--- src/include/acmsr_pkg.sv ---
package acmsr_pkg;
  localparam int RES_W   = 24;
  localparam int STAT_W  = 8;
  localparam int FRAME_W = 40;
  localparam int CMD_W   = 8;
  localparam int GPIO_W  = 4;

  // Register offsets
  localparam logic [6:0] ADDR_RESULT   = 7'h2C;
  localparam logic [6:0] ADDR_IF_FMT   = 7'h14;
  localparam logic [6:0] ADDR_PWR_CLK  = 7'h15;
  localparam logic [6:0] ADDR_SOFT_RST = 7'h17;
  localparam logic [6:0] ADDR_GPIO_DIR = 7'h1F;
  localparam logic [6:0] ADDR_GPIO_OUT = 7'h20;
  localparam logic [6:0] ADDR_GPIO_IN  = 7'h21;
  localparam int         CMD_RD_BIT    = 7;

  // Interface format fields
  localparam int        IF_CONT_BIT  = 0;
  localparam int        IF_STAT_BIT  = 1;
  localparam int        IF_CRC_BIT   = 2;
  localparam int        IF_RDY_BIT   = 3;
  localparam logic [7:0] IF_FMT_RST  = 8'h00;

  // Power and clock fields
  localparam int         PC_AIN_BIT  = 7;
  localparam int         PC_REF_BIT  = 6;
  localparam int         PC_PWR_LSB  = 4;
  localparam int         PC_DIV_LSB  = 0;
  localparam logic [7:0] PWR_CLK_RST = 8'h03;
  localparam logic [7:0] GPIO_RST    = 8'h00;

  // Frame lengths in bits
  localparam logic [5:0] LEN_RES  = 6'h18;
  localparam logic [5:0] LEN_BYTE = 6'h08;
  localparam logic [5:0] LEN_MAX  = 6'h3F;

  localparam logic [2:0] SYNC_PULSE_CYC = 3'h4;
  localparam logic [7:0] CRC_POLY       = 8'h07;
  localparam logic [7:0] CRC_INIT       = 8'h00;

  typedef enum logic [1:0] {
    PWR_FAST   = 2'h0,
    PWR_MEDIAN = 2'h1,
    PWR_LOW    = 2'h2,
    PWR_STBY   = 2'h3
  } acmsr_pwr_type;

  // Clock divide codes: /2, /4, /8, /16
  localparam logic [4:0] DIV_2  = 5'h02;
  localparam logic [4:0] DIV_4  = 5'h04;
  localparam logic [4:0] DIV_8  = 5'h08;
  localparam logic [4:0] DIV_16 = 5'h10;

  typedef struct packed {
    logic crc_err;
    logic flip_err;
    logic clk_missing;
    logic filt_settled;
    logic filt_sat;
    logic [2:0] rsvd;
  } acmsr_status_type;

  typedef struct packed {
    logic             valid;
    logic [RES_W-1:0] data;
  } acmsr_conv_type;

  typedef enum logic [4:0] {
    ST_IDLE = 5'h01,
    ST_CMD  = 5'h02,
    ST_WR   = 5'h04,
    ST_RD   = 5'h08,
    ST_STRM = 5'h10
  } acmsr_state_type;
endpackage : acmsr_pkg

--- src/hw/acmsr_top.sv ---
`timescale 1ns/10ps
module acmsr_top (
  // Clock, reset, enable
  input  wire logic                           mclk,
  input  wire logic                           rstn,
  input  wire logic                           clk_en,
  // Method strap and reset pin
  input  wire logic                           ctrl_select_spi,
  input  wire logic                           hw_reset_n,
  // Serial port
  input  wire logic                           cs_n,
  input  wire logic                           sclk,
  input  wire logic                           sdi,
  output logic                                sdo,
  output logic                                sdo_oe,
  // Conversion core
  input  wire acmsr_pkg::acmsr_conv_type      conv,
  input  wire acmsr_pkg::acmsr_status_type    conv_status,
  // Ready and sync
  output logic                                result_ready_out,
  output logic                                sync_out,
  // Shared strap or GPIO pins
  input  wire logic [acmsr_pkg::GPIO_W-1:0]   general_io_pins_in,
  output logic [acmsr_pkg::GPIO_W-1:0]        general_io_pins_out,
  output logic [acmsr_pkg::GPIO_W-1:0]        general_io_pins_oe,
  // Core configuration
  output acmsr_pkg::acmsr_pwr_type            power_mode,
  output logic                                mod_clk_en,
  output logic                                ain_precharge_en,
  output logic                                ref_precharge_en,
  output logic [acmsr_pkg::GPIO_W-1:0]        strap_config
);
  import acmsr_pkg::*;

  // CRC-8 over the result word, MSB first
  function automatic logic [7:0] crc8(input logic [RES_W-1:0] d);
    logic [7:0] c;
    c = CRC_INIT;
    for (int i = RES_W - 1; i >= 0; i--) begin
      c = (c[7] ^ d[i]) ? ({c[6:0], 1'b0} ^ CRC_POLY) : {c[6:0], 1'b0};
    end
    return c;
  endfunction : crc8

  acmsr_state_type      state_q;
  logic                 spi_mode_q, method_done_q;
  logic                 sclk_q, cs_n_q;
  logic [5:0]           rcnt_q, ocnt_q, len_q;
  logic [CMD_W-1:0]     in_sr_q;
  logic [6:0]           addr_q;
  logic [FRAME_W-1:0]   frame_q;
  logic [RES_W-1:0]     result_q;
  acmsr_status_type     status_q;
  logic                 ready_q;
  logic [7:0]           if_fmt_q, pwr_clk_q, gpio_dir_q, gpio_out_q;
  logic [GPIO_W-1:0]    strap_q;
  logic                 rst_pin_q, por_q;
  logic [2:0]           sync_cnt_q;
  logic [4:0]           mod_cnt_q;
  logic                 sdo_q;

  logic                 rise, fall, cs_fall, soft_rst, cfg_rst, cont_rd;
  logic [CMD_W-1:0]     cmd_byte;
  logic                 cmd_done, wr_done;
  logic [4:0]           mod_div;

  // Edges of the host-driven serial clock and chip select
  assign rise     = clk_en & ~cs_n & sclk & ~sclk_q;
  assign fall     = clk_en & ~cs_n & ~sclk & sclk_q;
  assign cs_fall  = clk_en & ~cs_n & cs_n_q;
  assign cmd_byte = {in_sr_q[CMD_W-2:0], sdi};
  assign cmd_done = rise & (state_q == ST_CMD) & (rcnt_q == LEN_BYTE - 6'h01);
  assign wr_done  = rise & (state_q == ST_WR) & (rcnt_q == 2 * LEN_BYTE - 6'h01);
  assign cont_rd  = if_fmt_q[IF_CONT_BIT];
  // Write commits need register mode; straps rule in pin mode
  assign soft_rst = wr_done & spi_mode_q & (addr_q == ADDR_SOFT_RST);
  assign cfg_rst  = soft_rst | ~hw_reset_n;

  always_ff @(posedge mclk or negedge rstn) begin
    if (!rstn) begin
      sclk_q <= 1'b1;
      cs_n_q <= 1'b1;
    end else if (clk_en) begin
      sclk_q <= sclk;
      cs_n_q <= cs_n;
    end
  end

  // Method caught once after power-up, kept through pin and soft resets
  always_ff @(posedge mclk or negedge rstn) begin
    if (!rstn) begin
      spi_mode_q    <= 1'b0;
      method_done_q <= 1'b0;
    end else if (clk_en && !method_done_q) begin
      spi_mode_q    <= ctrl_select_spi;
      method_done_q <= 1'b1;
    end
  end

  // Frame state; chip select high always returns to idle
  always_ff @(posedge mclk or negedge rstn) begin
    if (!rstn) begin
      state_q <= ST_IDLE;
    end else if (clk_en) begin
      if (cs_n) begin
        state_q <= ST_IDLE;
      end else begin
        unique case (state_q)
          ST_IDLE: begin
            if (cs_fall) begin
              // Pin mode and continuous mode skip the address phase
              state_q <= (!spi_mode_q || cont_rd) ? ST_STRM : ST_CMD;
            end
          end
          ST_CMD: begin
            if (cmd_done) begin
              state_q <= cmd_byte[CMD_RD_BIT] ? ST_RD : ST_WR;
            end
          end
          ST_WR:   state_q <= ST_WR;
          ST_RD:   state_q <= ST_RD;
          ST_STRM: state_q <= ST_STRM;
          default: state_q <= ST_IDLE;
        endcase
      end
    end
  end

  // Input shifter, sampled on rising edges (mode 3)
  always_ff @(posedge mclk or negedge rstn) begin
    if (!rstn) begin
      rcnt_q  <= 6'h00;
      in_sr_q <= 8'h00;
      addr_q  <= 7'h00;
    end else if (clk_en) begin
      if (cs_n) begin
        rcnt_q <= 6'h00;
      end else if (rise) begin
        in_sr_q <= cmd_byte;
        if (rcnt_q != LEN_MAX) begin
          rcnt_q <= rcnt_q + 6'h01;
        end
        if (cmd_done) begin
          addr_q <= cmd_byte[6:0];
        end
      end
    end
  end

  // Register writes; every write is dropped in pin mode
  always_ff @(posedge mclk or negedge rstn) begin
    if (!rstn) begin
      if_fmt_q   <= IF_FMT_RST;
      pwr_clk_q  <= PWR_CLK_RST;
      gpio_dir_q <= GPIO_RST;
      gpio_out_q <= GPIO_RST;
    end else if (clk_en) begin
      if (cfg_rst) begin
        if_fmt_q   <= IF_FMT_RST;
        pwr_clk_q  <= PWR_CLK_RST;
        gpio_dir_q <= GPIO_RST;
        gpio_out_q <= GPIO_RST;
      end else if (wr_done && spi_mode_q) begin
        unique case (addr_q)
          ADDR_IF_FMT:   if_fmt_q   <= cmd_byte;
          ADDR_PWR_CLK:  pwr_clk_q  <= cmd_byte;
          ADDR_GPIO_DIR: gpio_dir_q <= cmd_byte;
          ADDR_GPIO_OUT: gpio_out_q <= cmd_byte;
          default:       ;
        endcase
      end
    end
  end

  // Latest result and status; ready set wins over its clear
  always_ff @(posedge mclk or negedge rstn) begin
    if (!rstn) begin
      result_q <= '0;
      status_q <= '0;
      ready_q  <= 1'b0;
    end else if (clk_en) begin
      if (conv.valid) begin
        result_q <= conv.data;
        status_q <= conv_status;
        ready_q  <= 1'b1;
      end else if (cs_fall && (!spi_mode_q || cont_rd)) begin
        ready_q  <= 1'b0;
      end else if (cmd_done && cmd_byte[CMD_RD_BIT] && cmd_byte[6:0] == ADDR_RESULT) begin
        ready_q  <= 1'b0;
      end
    end
  end

  // Output frame: loaded at frame start in pin or continuous mode, or after a read address
  always_ff @(posedge mclk or negedge rstn) begin
    if (!rstn) begin
      frame_q <= '0;
      len_q   <= 6'h00;
      ocnt_q  <= 6'h00;
    end else if (clk_en) begin
      if (cs_fall && !spi_mode_q) begin
        frame_q <= {result_q, status_q, 8'h00};
        len_q   <= LEN_RES + LEN_BYTE;
        ocnt_q  <= 6'h00;
      end else if (cs_fall && cont_rd) begin
        unique case ({if_fmt_q[IF_STAT_BIT], if_fmt_q[IF_CRC_BIT]})
          2'h3:    frame_q <= {result_q, status_q, crc8(result_q)};
          2'h2:    frame_q <= {result_q, status_q, 8'h00};
          2'h1:    frame_q <= {result_q, crc8(result_q), 8'h00};
          default: frame_q <= {result_q, 16'h0000};
        endcase
        len_q  <= LEN_RES + (if_fmt_q[IF_STAT_BIT] ? LEN_BYTE : 6'h00)
                          + (if_fmt_q[IF_CRC_BIT] ? LEN_BYTE : 6'h00);
        ocnt_q <= 6'h00;
      end else if (cs_fall) begin
        // Stale count from an earlier frame would hide ready on data out
        ocnt_q <= 6'h00;
      end else if (cmd_done && cmd_byte[CMD_RD_BIT]) begin
        ocnt_q <= 6'h00;
        len_q  <= LEN_BYTE;
        unique case (cmd_byte[6:0])
          ADDR_RESULT: begin
            frame_q <= {result_q, 16'h0000};
            len_q   <= LEN_RES;
          end
          ADDR_IF_FMT:   frame_q <= {if_fmt_q, 32'h00000000};
          ADDR_PWR_CLK:  frame_q <= {pwr_clk_q, 32'h00000000};
          ADDR_GPIO_DIR: frame_q <= {gpio_dir_q, 32'h00000000};
          ADDR_GPIO_OUT: frame_q <= {gpio_out_q, 32'h00000000};
          ADDR_GPIO_IN:  frame_q <= {4'h0, general_io_pins_in, 32'h00000000};
          default:       frame_q <= '0;
        endcase
      end else if (fall && (state_q == ST_STRM || state_q == ST_RD)) begin
        frame_q <= {frame_q[FRAME_W-2:0], 1'b0};
        if (ocnt_q != LEN_MAX) begin
          ocnt_q <= ocnt_q + 6'h01;
        end
      end
    end
  end

  // Data out changes on falling edges, or shows ready before any data bit goes out; past the frame it repeats SDI
  always_ff @(posedge mclk or negedge rstn) begin
    if (!rstn) begin
      sdo_q <= 1'b1;
    end else if (clk_en) begin
      if (fall && (state_q == ST_STRM || state_q == ST_RD)) begin
        sdo_q <= (ocnt_q < len_q) ? frame_q[FRAME_W-1] : sdi;
      end else if (!cs_n && state_q != ST_RD && ocnt_q == 6'h00
                   && if_fmt_q[IF_RDY_BIT] && spi_mode_q) begin
        sdo_q <= ~ready_q;
      end
    end
  end

  assign sdo              = sdo_q;
  assign sdo_oe           = ~cs_n;
  assign result_ready_out = ready_q;

  // Strap capture; in pin mode, pin reset and power-up both raise a sync pulse
  always_ff @(posedge mclk or negedge rstn) begin
    if (!rstn) begin
      strap_q    <= '0;
      rst_pin_q  <= 1'b1;
      por_q      <= 1'b1;
      sync_cnt_q <= 3'h0;
    end else if (clk_en) begin
      rst_pin_q <= hw_reset_n;
      strap_q   <= general_io_pins_in;
      if (method_done_q) begin
        por_q <= 1'b0;
      end
      if (method_done_q && !spi_mode_q
          && (por_q || (hw_reset_n && !rst_pin_q) || strap_q != general_io_pins_in)) begin
        sync_cnt_q <= SYNC_PULSE_CYC;
      end else if (sync_cnt_q != 3'h0) begin
        sync_cnt_q <= sync_cnt_q - 3'h1;
      end
    end
  end

  assign sync_out = (sync_cnt_q != 3'h0);

  // Power mode and divider: from straps, or from separate register fields
  always_comb begin
    if (!spi_mode_q) begin
      unique case (strap_q)
        4'hC, 4'hD: power_mode = PWR_FAST;
        4'hE:       power_mode = PWR_LOW;
        4'hF:       power_mode = PWR_STBY;
        default:    power_mode = acmsr_pwr_type'(strap_q[3:2]);
      endcase
      unique case (power_mode)
        PWR_FAST:   mod_div = DIV_2;
        PWR_MEDIAN: mod_div = DIV_4;
        default:    mod_div = DIV_16;
      endcase
    end else begin
      power_mode = acmsr_pwr_type'(pwr_clk_q[PC_PWR_LSB +: 2]);
      unique case (pwr_clk_q[PC_DIV_LSB +: 2])
        2'h0:    mod_div = DIV_2;
        2'h1:    mod_div = DIV_4;
        2'h2:    mod_div = DIV_8;
        default: mod_div = DIV_16;
      endcase
    end
  end

  // Modulator clock enable; held off in standby
  always_ff @(posedge mclk or negedge rstn) begin
    if (!rstn) begin
      mod_cnt_q <= 5'h00;
    end else if (clk_en) begin
      mod_cnt_q <= (mod_cnt_q >= mod_div - 5'h01) ? 5'h00 : mod_cnt_q + 5'h01;
    end
  end

  assign mod_clk_en = (power_mode != PWR_STBY) && (mod_cnt_q == 5'h00);

  // Buffers forced on in pin mode; shared pins are inputs there
  assign ain_precharge_en    = !spi_mode_q | pwr_clk_q[PC_AIN_BIT];
  assign ref_precharge_en    = !spi_mode_q | pwr_clk_q[PC_REF_BIT];
  assign strap_config        = spi_mode_q ? '0 : strap_q;
  assign general_io_pins_out = gpio_out_q[GPIO_W-1:0];
  assign general_io_pins_oe  = spi_mode_q ? gpio_dir_q[GPIO_W-1:0] : '0;
endmodule : acmsr_top

--- config.mk ---
export PLATFORM = sky130hd
export DESIGN_NAME = acmsr_top
export DESIGN_NICKNAME = d
export VERILOG_FILES = /design/src/include/acmsr_pkg.sv /design/src/hw/acmsr_top.sv
export SDC_FILE = /design/constraint.sdc
export NUM_CORES = 1
export LEC_CHECK = 0
export ABC_CLOCK_PERIOD_IN_PS = 3100
export BUFFER_PORTS_ARGS = -buffer_cell sky130_fd_sc_hd__buf_4
export CAP_MARGIN = 5
export CORE_AREA = 5 5 164 166
export DETAILED_ROUTE_END_ITERATION = 16
export DIE_AREA = 0 0 169 171
export PLACE_DENSITY_LB_ADDON = 0.08
export SYNTH_ARGS = -nofsm -noshare
export SYNTH_HDL_FRONTEND = slang
export SYNTH_SLANG_ARGS = --single-unit
--- constraint.sdc ---
create_clock -name mclk -period 3.1 [get_ports mclk]
set_clock_uncertainty 0.1 [all_clocks]
set_input_delay 0.155 -clock mclk [delete_from_list [all_inputs] [get_ports mclk]]
set_output_delay 0.155 -clock mclk [all_outputs]
set_load 0.005 [all_outputs]
### After elaboration in Yosys (flattened, before gate mapping)

Index checks and enable logic that the tools add are counted.
W data, S select, Z words.

* output and inout port bits: 21
* bits in registers: 161
* input bits: 45
* logic and storage cells: 282

* bitwise operators: 66
* equality and inequality tests: 36
* multiplexer cells: 82
* reduce and logical (&&, ||, !) cells: 60
* add/subtract/negate cells: 7
* order comparisons: 2

Operators by type and width (count)
* $pmux W40 S6: 1
* $mux W40: 5
* $mux W8: 12
* $mux W3: 26
* $mux W6: 13
* $not A3 Y3: 23
* $eq A7 B5 Y1 const B: 7
* $pmux W16 S3: 1
* $mux W5: 7
* $reduce_and A3 Y1: 10
* $eq A7 B6 Y1 const B: 4
* $pmux W5 S5: 1
* $mux W4: 5
* $reduce_bool A2 Y1: 9
* $xor A1 B1 Y1: 18
* $eq A4 B4 Y1 const B: 4
* $logic_and A1 B1 Y1: 16
* $pmux W5 S3: 1
* $add A6 B1 Y6 const B: 2
* $and A1 B1 Y1: 12
* $ne A6 B6 Y1 const B: 2
* $pmux W5 S2: 1
* $reduce_and A2 Y1: 5
* $reduce_bool A5 Y1: 2
* 36 further kinds: 66

### Depth between registers and ports, before layout

Gate-level depths: netlist of the first run.

* depth in word-level cells: 50
* gate-level depth with buffers: 12
* gate-level depth less buffers: 12

### Worst setup path before layout of the first run

Ideal clock, no wire load.

* path type: reg2reg
* from: register spi_mode_q
* to: register mod_cnt_q[3]
* stages on the path, launching flop included: 12
* setup slack: 0.553 ns
* data arrival time: 2.383 ns
* data required time: 2.936 ns
* path buffers: 2
* period minus slack after synthesis: 2.547 ns
* path through: dfrtp_1 -> clkbuf_1 -> clkbuf_1 -> o22ai_1 -> inv_1 -> ha_1 -> ha_1 -> a21o_1 -> a21o_1 -> a21o_1 -> nor4b_1 -> a21o_1

* word-level cells in the longest chain between the ends: 4

RTL lines
* start: declaration: RTL line acmsr_top.sv:46 `logic spi_mode_q, method_done_q;`
* start signal: assignment: RTL line acmsr_top.sv:95 `spi_mode_q <= ctrl_select_spi;`
* $mux W5: RTL line acmsr_top.sv:286 `if (!spi_mode_q) begin`
* $sub A5 B1 Y5: RTL line acmsr_top.sv:314 `mod_cnt_q <= (mod_cnt_q >= mod_div - 5'h01) ? 5'h00 : mod_cnt_q + 5'h01;`
* $ge A5 B5 Y1: RTL line acmsr_top.sv:314
* $mux W5: RTL line acmsr_top.sv:314
* end signal: assignment: RTL line acmsr_top.sv:314
* end: declaration: RTL line acmsr_top.sv:59 `logic [4:0] mod_cnt_q;`

Every way passes these cells.
A chain may end at the register's enable or synchronous reset.

### Worst setup path after layout of the first run

* from: register strap_q[2]
* to: register mod_cnt_q[3]

* word-level cells in the longest chain between the ends: 10

RTL lines
* start: declaration: RTL line acmsr_top.sv:56 `logic [GPIO_W-1:0] strap_q;`
* start signal: assignment: RTL line acmsr_top.sv:269 `strap_q <= general_io_pins_in;`
* $eq A4 B4 Y1: RTL line acmsr_top.sv:287 `unique case (strap_q)`
* $reduce_or A2 Y1: RTL line acmsr_top.sv:287
* $pmux W2 S3 *: RTL line acmsr_top.sv:287
* $mux W2 *: RTL line acmsr_top.sv:286
* $eq A2 B1 Y1 / $logic_not A2 Y1 (equally long branches): RTL line acmsr_top.sv:293 `unique case (power_mode)`
* $pmux W5 S2 *: RTL line acmsr_top.sv:293
* $mux W5 *: RTL line acmsr_top.sv:286
* $sub A5 B1 Y5 *: RTL line acmsr_top.sv:314
* $ge A5 B5 Y1 *: RTL line acmsr_top.sv:314
* $mux W5 *: RTL line acmsr_top.sv:314

Mark *: on every way between the ends. The rest lies on a longest branch, timed or not. The select of a mux whose other input is x is not followed.

==> flow_metrics.env, run 1 <==
export IMPL_rsz0062_at_grt="no"
export IMPL_path_max_fanout=7
export IMPL_cp_required_ns=3.37
export IMPL_drt_total_wl_mm=22.6
export IMPL_worst_pin_slew_ns=0.580
export IMPL_drive_above_1_share=0.221
export IMPL_synth_edff_count=0
export IMPL_place_port_buffers=65
export IMPL_grtUsageTotal=0.162
export IMPL_area_growth_pct=22.4
export IMPL_die_y_um=171
export IMPL_root_buffer="clkbuf_16"
export IMPL_synth_area_mm2=0.00868
export IMPL_status="finished clean"
export IMPL_cp_end_kind="flip-flop"
export IMPL_relSlewSlack=0.613
export IMPL_synthFlopType="dfrtp_1"
export IMPL_leakage_nw=4.77
export IMPL_core_area_mm2=0.0255
export IMPL_max_freq_mhz=388
export IMPL_synth_area_top_cells="dfrtp_1 (43%), mux2_2 (6.1%), nand2_1 (4.4%)"
export IMPL_cts_tree="built"
export IMPL_synth_top_area_cell="dfrtp_1"
export IMPL_irDropWorstVdd_mv=0.391
export IMPL_finalHoldViolCount=0
export IMPL_fin_crit_ns=2.58
export IMPL_die_area_mm2=0.0289
export IMPL_clock_latency_ns=0.43
export IMPL_gr_total_overflow=0
export IMPL_r2r_end="mod_cnt_q[3]"
export IMPL_avgRoutedWirePerCell_um=17.5
export IMPL_cts_path_max_buffers=2
export IMPL_cts_sinks=158
export IMPL_dp_cells=1214
export IMPL_holdWs_ns=0.168
export IMPL_reg2reg_slack_ns=0.52
export IMPL_first_pass_iters=5
export IMPL_syn_num_nets=902
export IMPL_grt_pass1_wl_mm=37.1
export IMPL_r2r_start="strap_q[2]"
export IMPL_async_reset_ff_frac=1.00
export IMPL_grt_pass1_vias=6475
export IMPL_cts_buffers=17
export IMPL_crit_type="reg -> reg"
export IMPL_grt_max_degree=58
export IMPL_initial_core_util=0.341
export IMPL_dpl_hpwl_mm=16.0
export IMPL_routed_via_density=5.05
export IMPL_grt_antenna_before_repair=0
export IMPL_cts_htree_levels=4
export IMPL_postRouteAntennaNets=0
export IMPL_final_nets=1006
export IMPL_yosys_warnings=0
export IMPL_ys_seq_area_frac=0.457
export IMPL_post_cts_buffers=0
export IMPL_clk_pin_slew_ns=0.07
export IMPL_drc=0
export IMPL_gp_congestion=0.777
export IMPL_reg2reg_depth=12
export IMPL_cellPowerDensity_mw_per_mm2=701
export IMPL_rows=59
export IMPL_ys_types=83
export IMPL_ios=66
export IMPL_avgSynthCellArea_um2=10.4
export IMPL_drt_first_iter_violations=385
export IMPL_hp_class="in -> async"
export IMPL_fin_crit_sh=0.831
export IMPL_die_x_um=169
export IMPL_yosysTopAreaCellShare=0.433
export IMPL_synth_cells=838
export IMPL_finalSetupViolCount=0
export IMPL_worst_setup_path_start_kind="flip-flop"
export IMPL_cp_data_arrival_time_ns=2.85
export IMPL_maxSlewViolCount=0
export IMPL_fin_tns_setup_ns=0
export IMPL_synthTopCellsByCount="dfrtp_1 (150), nand2_1 (101), nor2_1 (73)"
export IMPL_cap_violations=0
export IMPL_diodes=0
export IMPL_num_vias=6513
export IMPL_synth_most_common_cell="dfrtp_1"
export IMPL_stdcell_count=1290
export IMPL_ys_seq_elements=158
==> where the power goes <==
part	total (mW)	internal, mW	switching (mW)
registers	2.87	2.47	0.403
clock network	2.30	1.40	0.899
logic	2.27	1.11	1.16
==> sequential cells by signal, summed over array words and instances, names as in the netlist, 3 cells and up <==
register    cells
addr_q          7
frame_q        40
gpio_dir_q      8
gpio_out_q      8
if_fmt_q        8
in_sr_q         7
len_q           3
mod_cnt_q       5
ocnt_q          6
pwr_clk_q       8
rcnt_q          6
result_q       24
state_q         5
status_q        8
strap_q         4
sync_cnt_q      3
==> repair_timing <==
item	CTS	global route
hold buffers	44	0
resized for setup	0	0
endpoints found under the hold margin	97	0
==> placed cells by master, fill, tap and decap left out, drive strengths merged, types with 6 or more instances in the layout <==
| cell type | instances |
|---|---|
| a21o | 12 |
| a21oi | 34 |
| a221oi | 23 |
| a22oi | 6 |
| a31oi | 8 |
| and2 | 6 |
| and3 | 9 |
| buf | 89 |
| clkbuf | 20 |
| dfrtp | 150 |
| dfstp | 8 |
| dlygate4sd3 | 44 |
| ha | 19 |
| inv | 28 |
| mux2 | 47 |
| mux2i | 10 |
| nand2 | 101 |
| nand2b | 7 |
| nand3 | 9 |
| nor2 | 77 |
| nor2b | 6 |
| nor3 | 9 |
| o211ai | 14 |
| o21ai | 67 |
| o22ai | 10 |
| xnor2 | 33 |
| xnor3 | 10 |
| xor2 | 17 |
==> worst max-delay path by stage <==
stage / startpoint / to / slack, ns / cells after the start
2_1_floorplan: spi_mode_q / mod_cnt_q[3] / 0.55 / 11
3_3_place_gp: strap_q[3] / mod_cnt_q[3] / 0.61 / 11
3_5_place_dp: strap_q[2] / mod_cnt_q[3] / 0.54 / 12
4_1_cts: strap_q[2] / mod_cnt_q[3] / 0.51 / 12
5_1_grt: strap_q[2] / mod_cnt_q[3] / 0.29 / 12
6_report: strap_q[2] / mod_cnt_q[3] / 0.52 / 12
==> stage by stage <==
stage               total power, mW  setup WS, ns  area (um2)  utilization
global placement               5.14         0.606        9540        0.375
global route                   7.90         0.293       10600        0.417
CTS                            7.53         0.509       10600        0.417
floorplan                      4.44         0.553        8680            -
detailed placement             5.14         0.542        9540        0.375
finish                         7.44         0.524       10600        0.417
==> metal layers <==
metal  vias up  track usage  part of all wire
li1       3213            -                 -
met1      3166        0.242              0.51
met2       112        0.243              0.44
met3        22       0.0273             0.032
met4         0       0.0438             0.015
met5         -            0                 0
==> worst max-delay path, cell delays in order (launching register included) <==
cell,delay [ns]
dfrtp_1,0.42
inv_1,0.08
nor2_1,0.09
a21oi_1,0.07
o22ai_1,0.20
inv_1,0.07
ha_1,0.27
ha_1,0.27
a21o_1,0.16
a21o_1,0.17
a21o_1,0.25
nor4b_1,0.27
a21o_1,0.11
==> logic make-up after synthesis <==
| group | Yosys count | synth area share |
|---|---|---|
| DFF | 158 | 0.457 |
| adders and majority gates | 19 | 0.0274 |
| muxes | 57 | 0.0725 |
| and+or+nand+nor | 259 | 0.148 |
| other | 1 | 0.000432 |
| xor gates and xnor gates | 61 | 0.0818 |
| buffers and inverters | 73 | 0.0392 |
| AOI/OAI and AO/OA | 210 | 0.174 |
==> area by class of cell <==
class                   count  area [um2]
inverters                  25        93.8
clock inverters            12         183
well taps                 335         419
repair buffers            133        1120
clock buffers              20         457
fillers                  2504       14800
flip-flops and latches    158        3960
multi-input cells         607        4380
Note: power is estimated with default switching activity, not from simulation.
==> run 2: changes to the inputs <==
ABC_CLOCK_PERIOD_IN_PS = 2210   (was 3100)
clock period = 2.21 ns   (was 3.1 ns; I/O delays follow)
==> run 2 against run 1 <==
Setup slack got worse by 0.73 ns. Non-clock buffer count is 124 higher. The flow now finishes with violations (negative setup slack). Critical path depth up 1. Total power rose by 57%. Largest cell class unchanged. Sequential power rose by 41%. Critical path type unchanged. Final area up 20%.
==> flow_metrics.env, run 2 (synthesis results as in run 1) <==
export IMPL_crit_type="reg -> reg"
export IMPL_avgRoutedWirePerCell_um=18.8
export IMPL_path_buf_inv=4
export IMPL_place_port_buffers=65
export IMPL_num_vias=7250
export IMPL_drt_total_wl_mm=26.6
export IMPL_die_area_mm2=0.0289
export IMPL_finalHoldViolCount=0
export IMPL_max_freq_mhz=414
export IMPL_post_route_util=0.498
export IMPL_rows=59
export IMPL_fin_crit_sh=1.09
export IMPL_fin_crit_ns=2.41
export IMPL_root_buffer="clkbuf_16"
export IMPL_worst_setup_path_start_kind="flip-flop"
export IMPL_grt_max_degree=52
export IMPL_setup_slack_ns=-0.205
export IMPL_drive_above_1_share=0.444
export IMPL_final_nets=1131
export IMPL_path_max_fanout=6
export IMPL_clk_pin_slew_ns=0.07
export IMPL_reg_top3="frame_q x40, result_q x24"
export IMPL_largest_reg_flops=40
export IMPL_first_pass_iters=5
export IMPL_postRouteAntennaNets=0
export IMPL_cts_tree="built"
export IMPL_leakage_nw=5.68
export IMPL_max_stage_delay_ns=0.41
export IMPL_cellPowerDensity_mw_per_mm2=923
export IMPL_grt_pass1_vias=6948
export IMPL_crit_slowest_cell="dfrtp_1"
export IMPL_relSlewSlack=0.614
export IMPL_final_area_mm2=0.0127
export IMPL_maxSlewViolCount=0
export IMPL_finalSetupViolCount=17
export IMPL_cts_htree_levels=4
export IMPL_cts_sinks=158
export IMPL_diodes=0
export IMPL_initial_core_util=0.341
export IMPL_cts_buffers=17
export IMPL_cp_required_ns=2.47
export IMPL_reg2reg_slack_ns=-0.20
export IMPL_routed_via_density=5.12
export IMPL_dpl_hpwl_mm=17.3
export IMPL_cp_end_kind="flip-flop"
export IMPL_cap_violations=0
export IMPL_dpl_cell_area_mm2=0.0102
export IMPL_worst_pin_slew_ns=0.571
export IMPL_gr_total_overflow=0
export IMPL_ios=66
export IMPL_grtUsageTotal=0.167
export IMPL_die_y_um=171
export IMPL_fin_tns_setup_ns=-1.39
export IMPL_cp_data_arrival_time_ns=2.68
export IMPL_rsz0062_at_grt="yes"
export IMPL_violations="negative setup slack"
export IMPL_gp_congestion=0.823
export IMPL_grt_pass1_wl_mm=38.3
export IMPL_drc=0
export IMPL_top_register="frame_q"
export IMPL_core_area_mm2=0.0255
export IMPL_crit_family="compound AO/OA/AOI/OAI gates"
export IMPL_cts_path_max_buffers=2
export IMPL_crit_chain="inv_2 > nor2_1 > a21oi_1 > o22ai_2 > inv_2 > ha_4 > ha_4 > a21o_1 > a21o_1 > a21o_4 > buf_4 > buf_6 > o2bb2ai_4"
export IMPL_clock_latency_ns=0.43
export IMPL_finalPower_mw=11.7
export IMPL_layout_common_cells="buf_4 (169), dfrtp_1 (144), nand2_1 (68)"
export IMPL_irDropWorstVdd_mv=0.540
export IMPL_grt_antenna_before_repair=0
export IMPL_layout_commonest_cell="buf_4"
export IMPL_holdWs_ns=0.0721
export IMPL_area_growth_pct=46.3
export IMPL_hp_class="in -> async"
export IMPL_status="finished with violations"
export IMPL_die_x_um=169
export IMPL_drt_first_iter_violations=390
==> run 2: cell count changes in the layout (fill, tap and decap cells not counted), sizes merged <==
cell / delta
buf: +117
clkbuf: +8
bufinv: -3
clkinvlp: +2
a21o: +1
==> run 2: area by class of cell <==
cell class / instances / area, um2
Clock buffer: 21 / 470
Clock inverter: 11 / 104
Fill cell: 2306 / 12800
Inverter: 25 / 93.8
Multi-Input combinational cell: 608 / 5200
Sequential cell: 158 / 3970
Tap cell: 335 / 419
Timing Repair Buffer: 257 / 2430
==> run 2: layer usage <==
| layer | up-vias | routed length [um] | GRT usage |
|---|---|---|---|
| met5 | - | 0 | 0 |
| li1 | 3467 | - | - |
| met4 | 0 | 239 | 0.0445 |
| met3 | 17 | 769 | 0.0215 |
| met1 | 3630 | 13000 | 0.241 |
| met2 | 136 | 12500 | 0.267 |
==> run 2: report_power, final <==
part,internal (mW),switching [mW]
clock network,1.65,1.26
registers,3.46,0.578
logic,2.57,2.20
==> run 2: what timing repair did <==
item | 4_1_cts | 5_1_grt
hold endpoints to repair | 196 | 0
cloned | 0 | 15
pin swaps | 35 | 71
gates resized for setup | 44 | 187
endpoints found under the setup margin | 57 | 80
hold buffers | 44 | 0
setup buffers | 10 | 23
==> run 2: through the flow <==
stage               instances  setup slack [ns]
floorplan                 838            -0.201
finish                   1415            -0.205
global placement         1292            -0.225
global route             1415            -0.338
CTS                      1378            -0.289
detailed placement       1292            -0.347
==> run 2: worst paths after layout <==
check | startpoint | to | cells past startpoint
min in group mclk | cs_n | cs_n_q | 3
max in group asynchronous | rstn | pwr_clk_q[7] | 3
hold / removal | rstn | mod_cnt_q[4] | 2
hold reg to reg | method_done_q | por_q | 1
setup reg to reg | strap_q[2] | mod_cnt_q[4] | 13
setup / recovery | strap_q[2] | mod_cnt_q[4] | 13
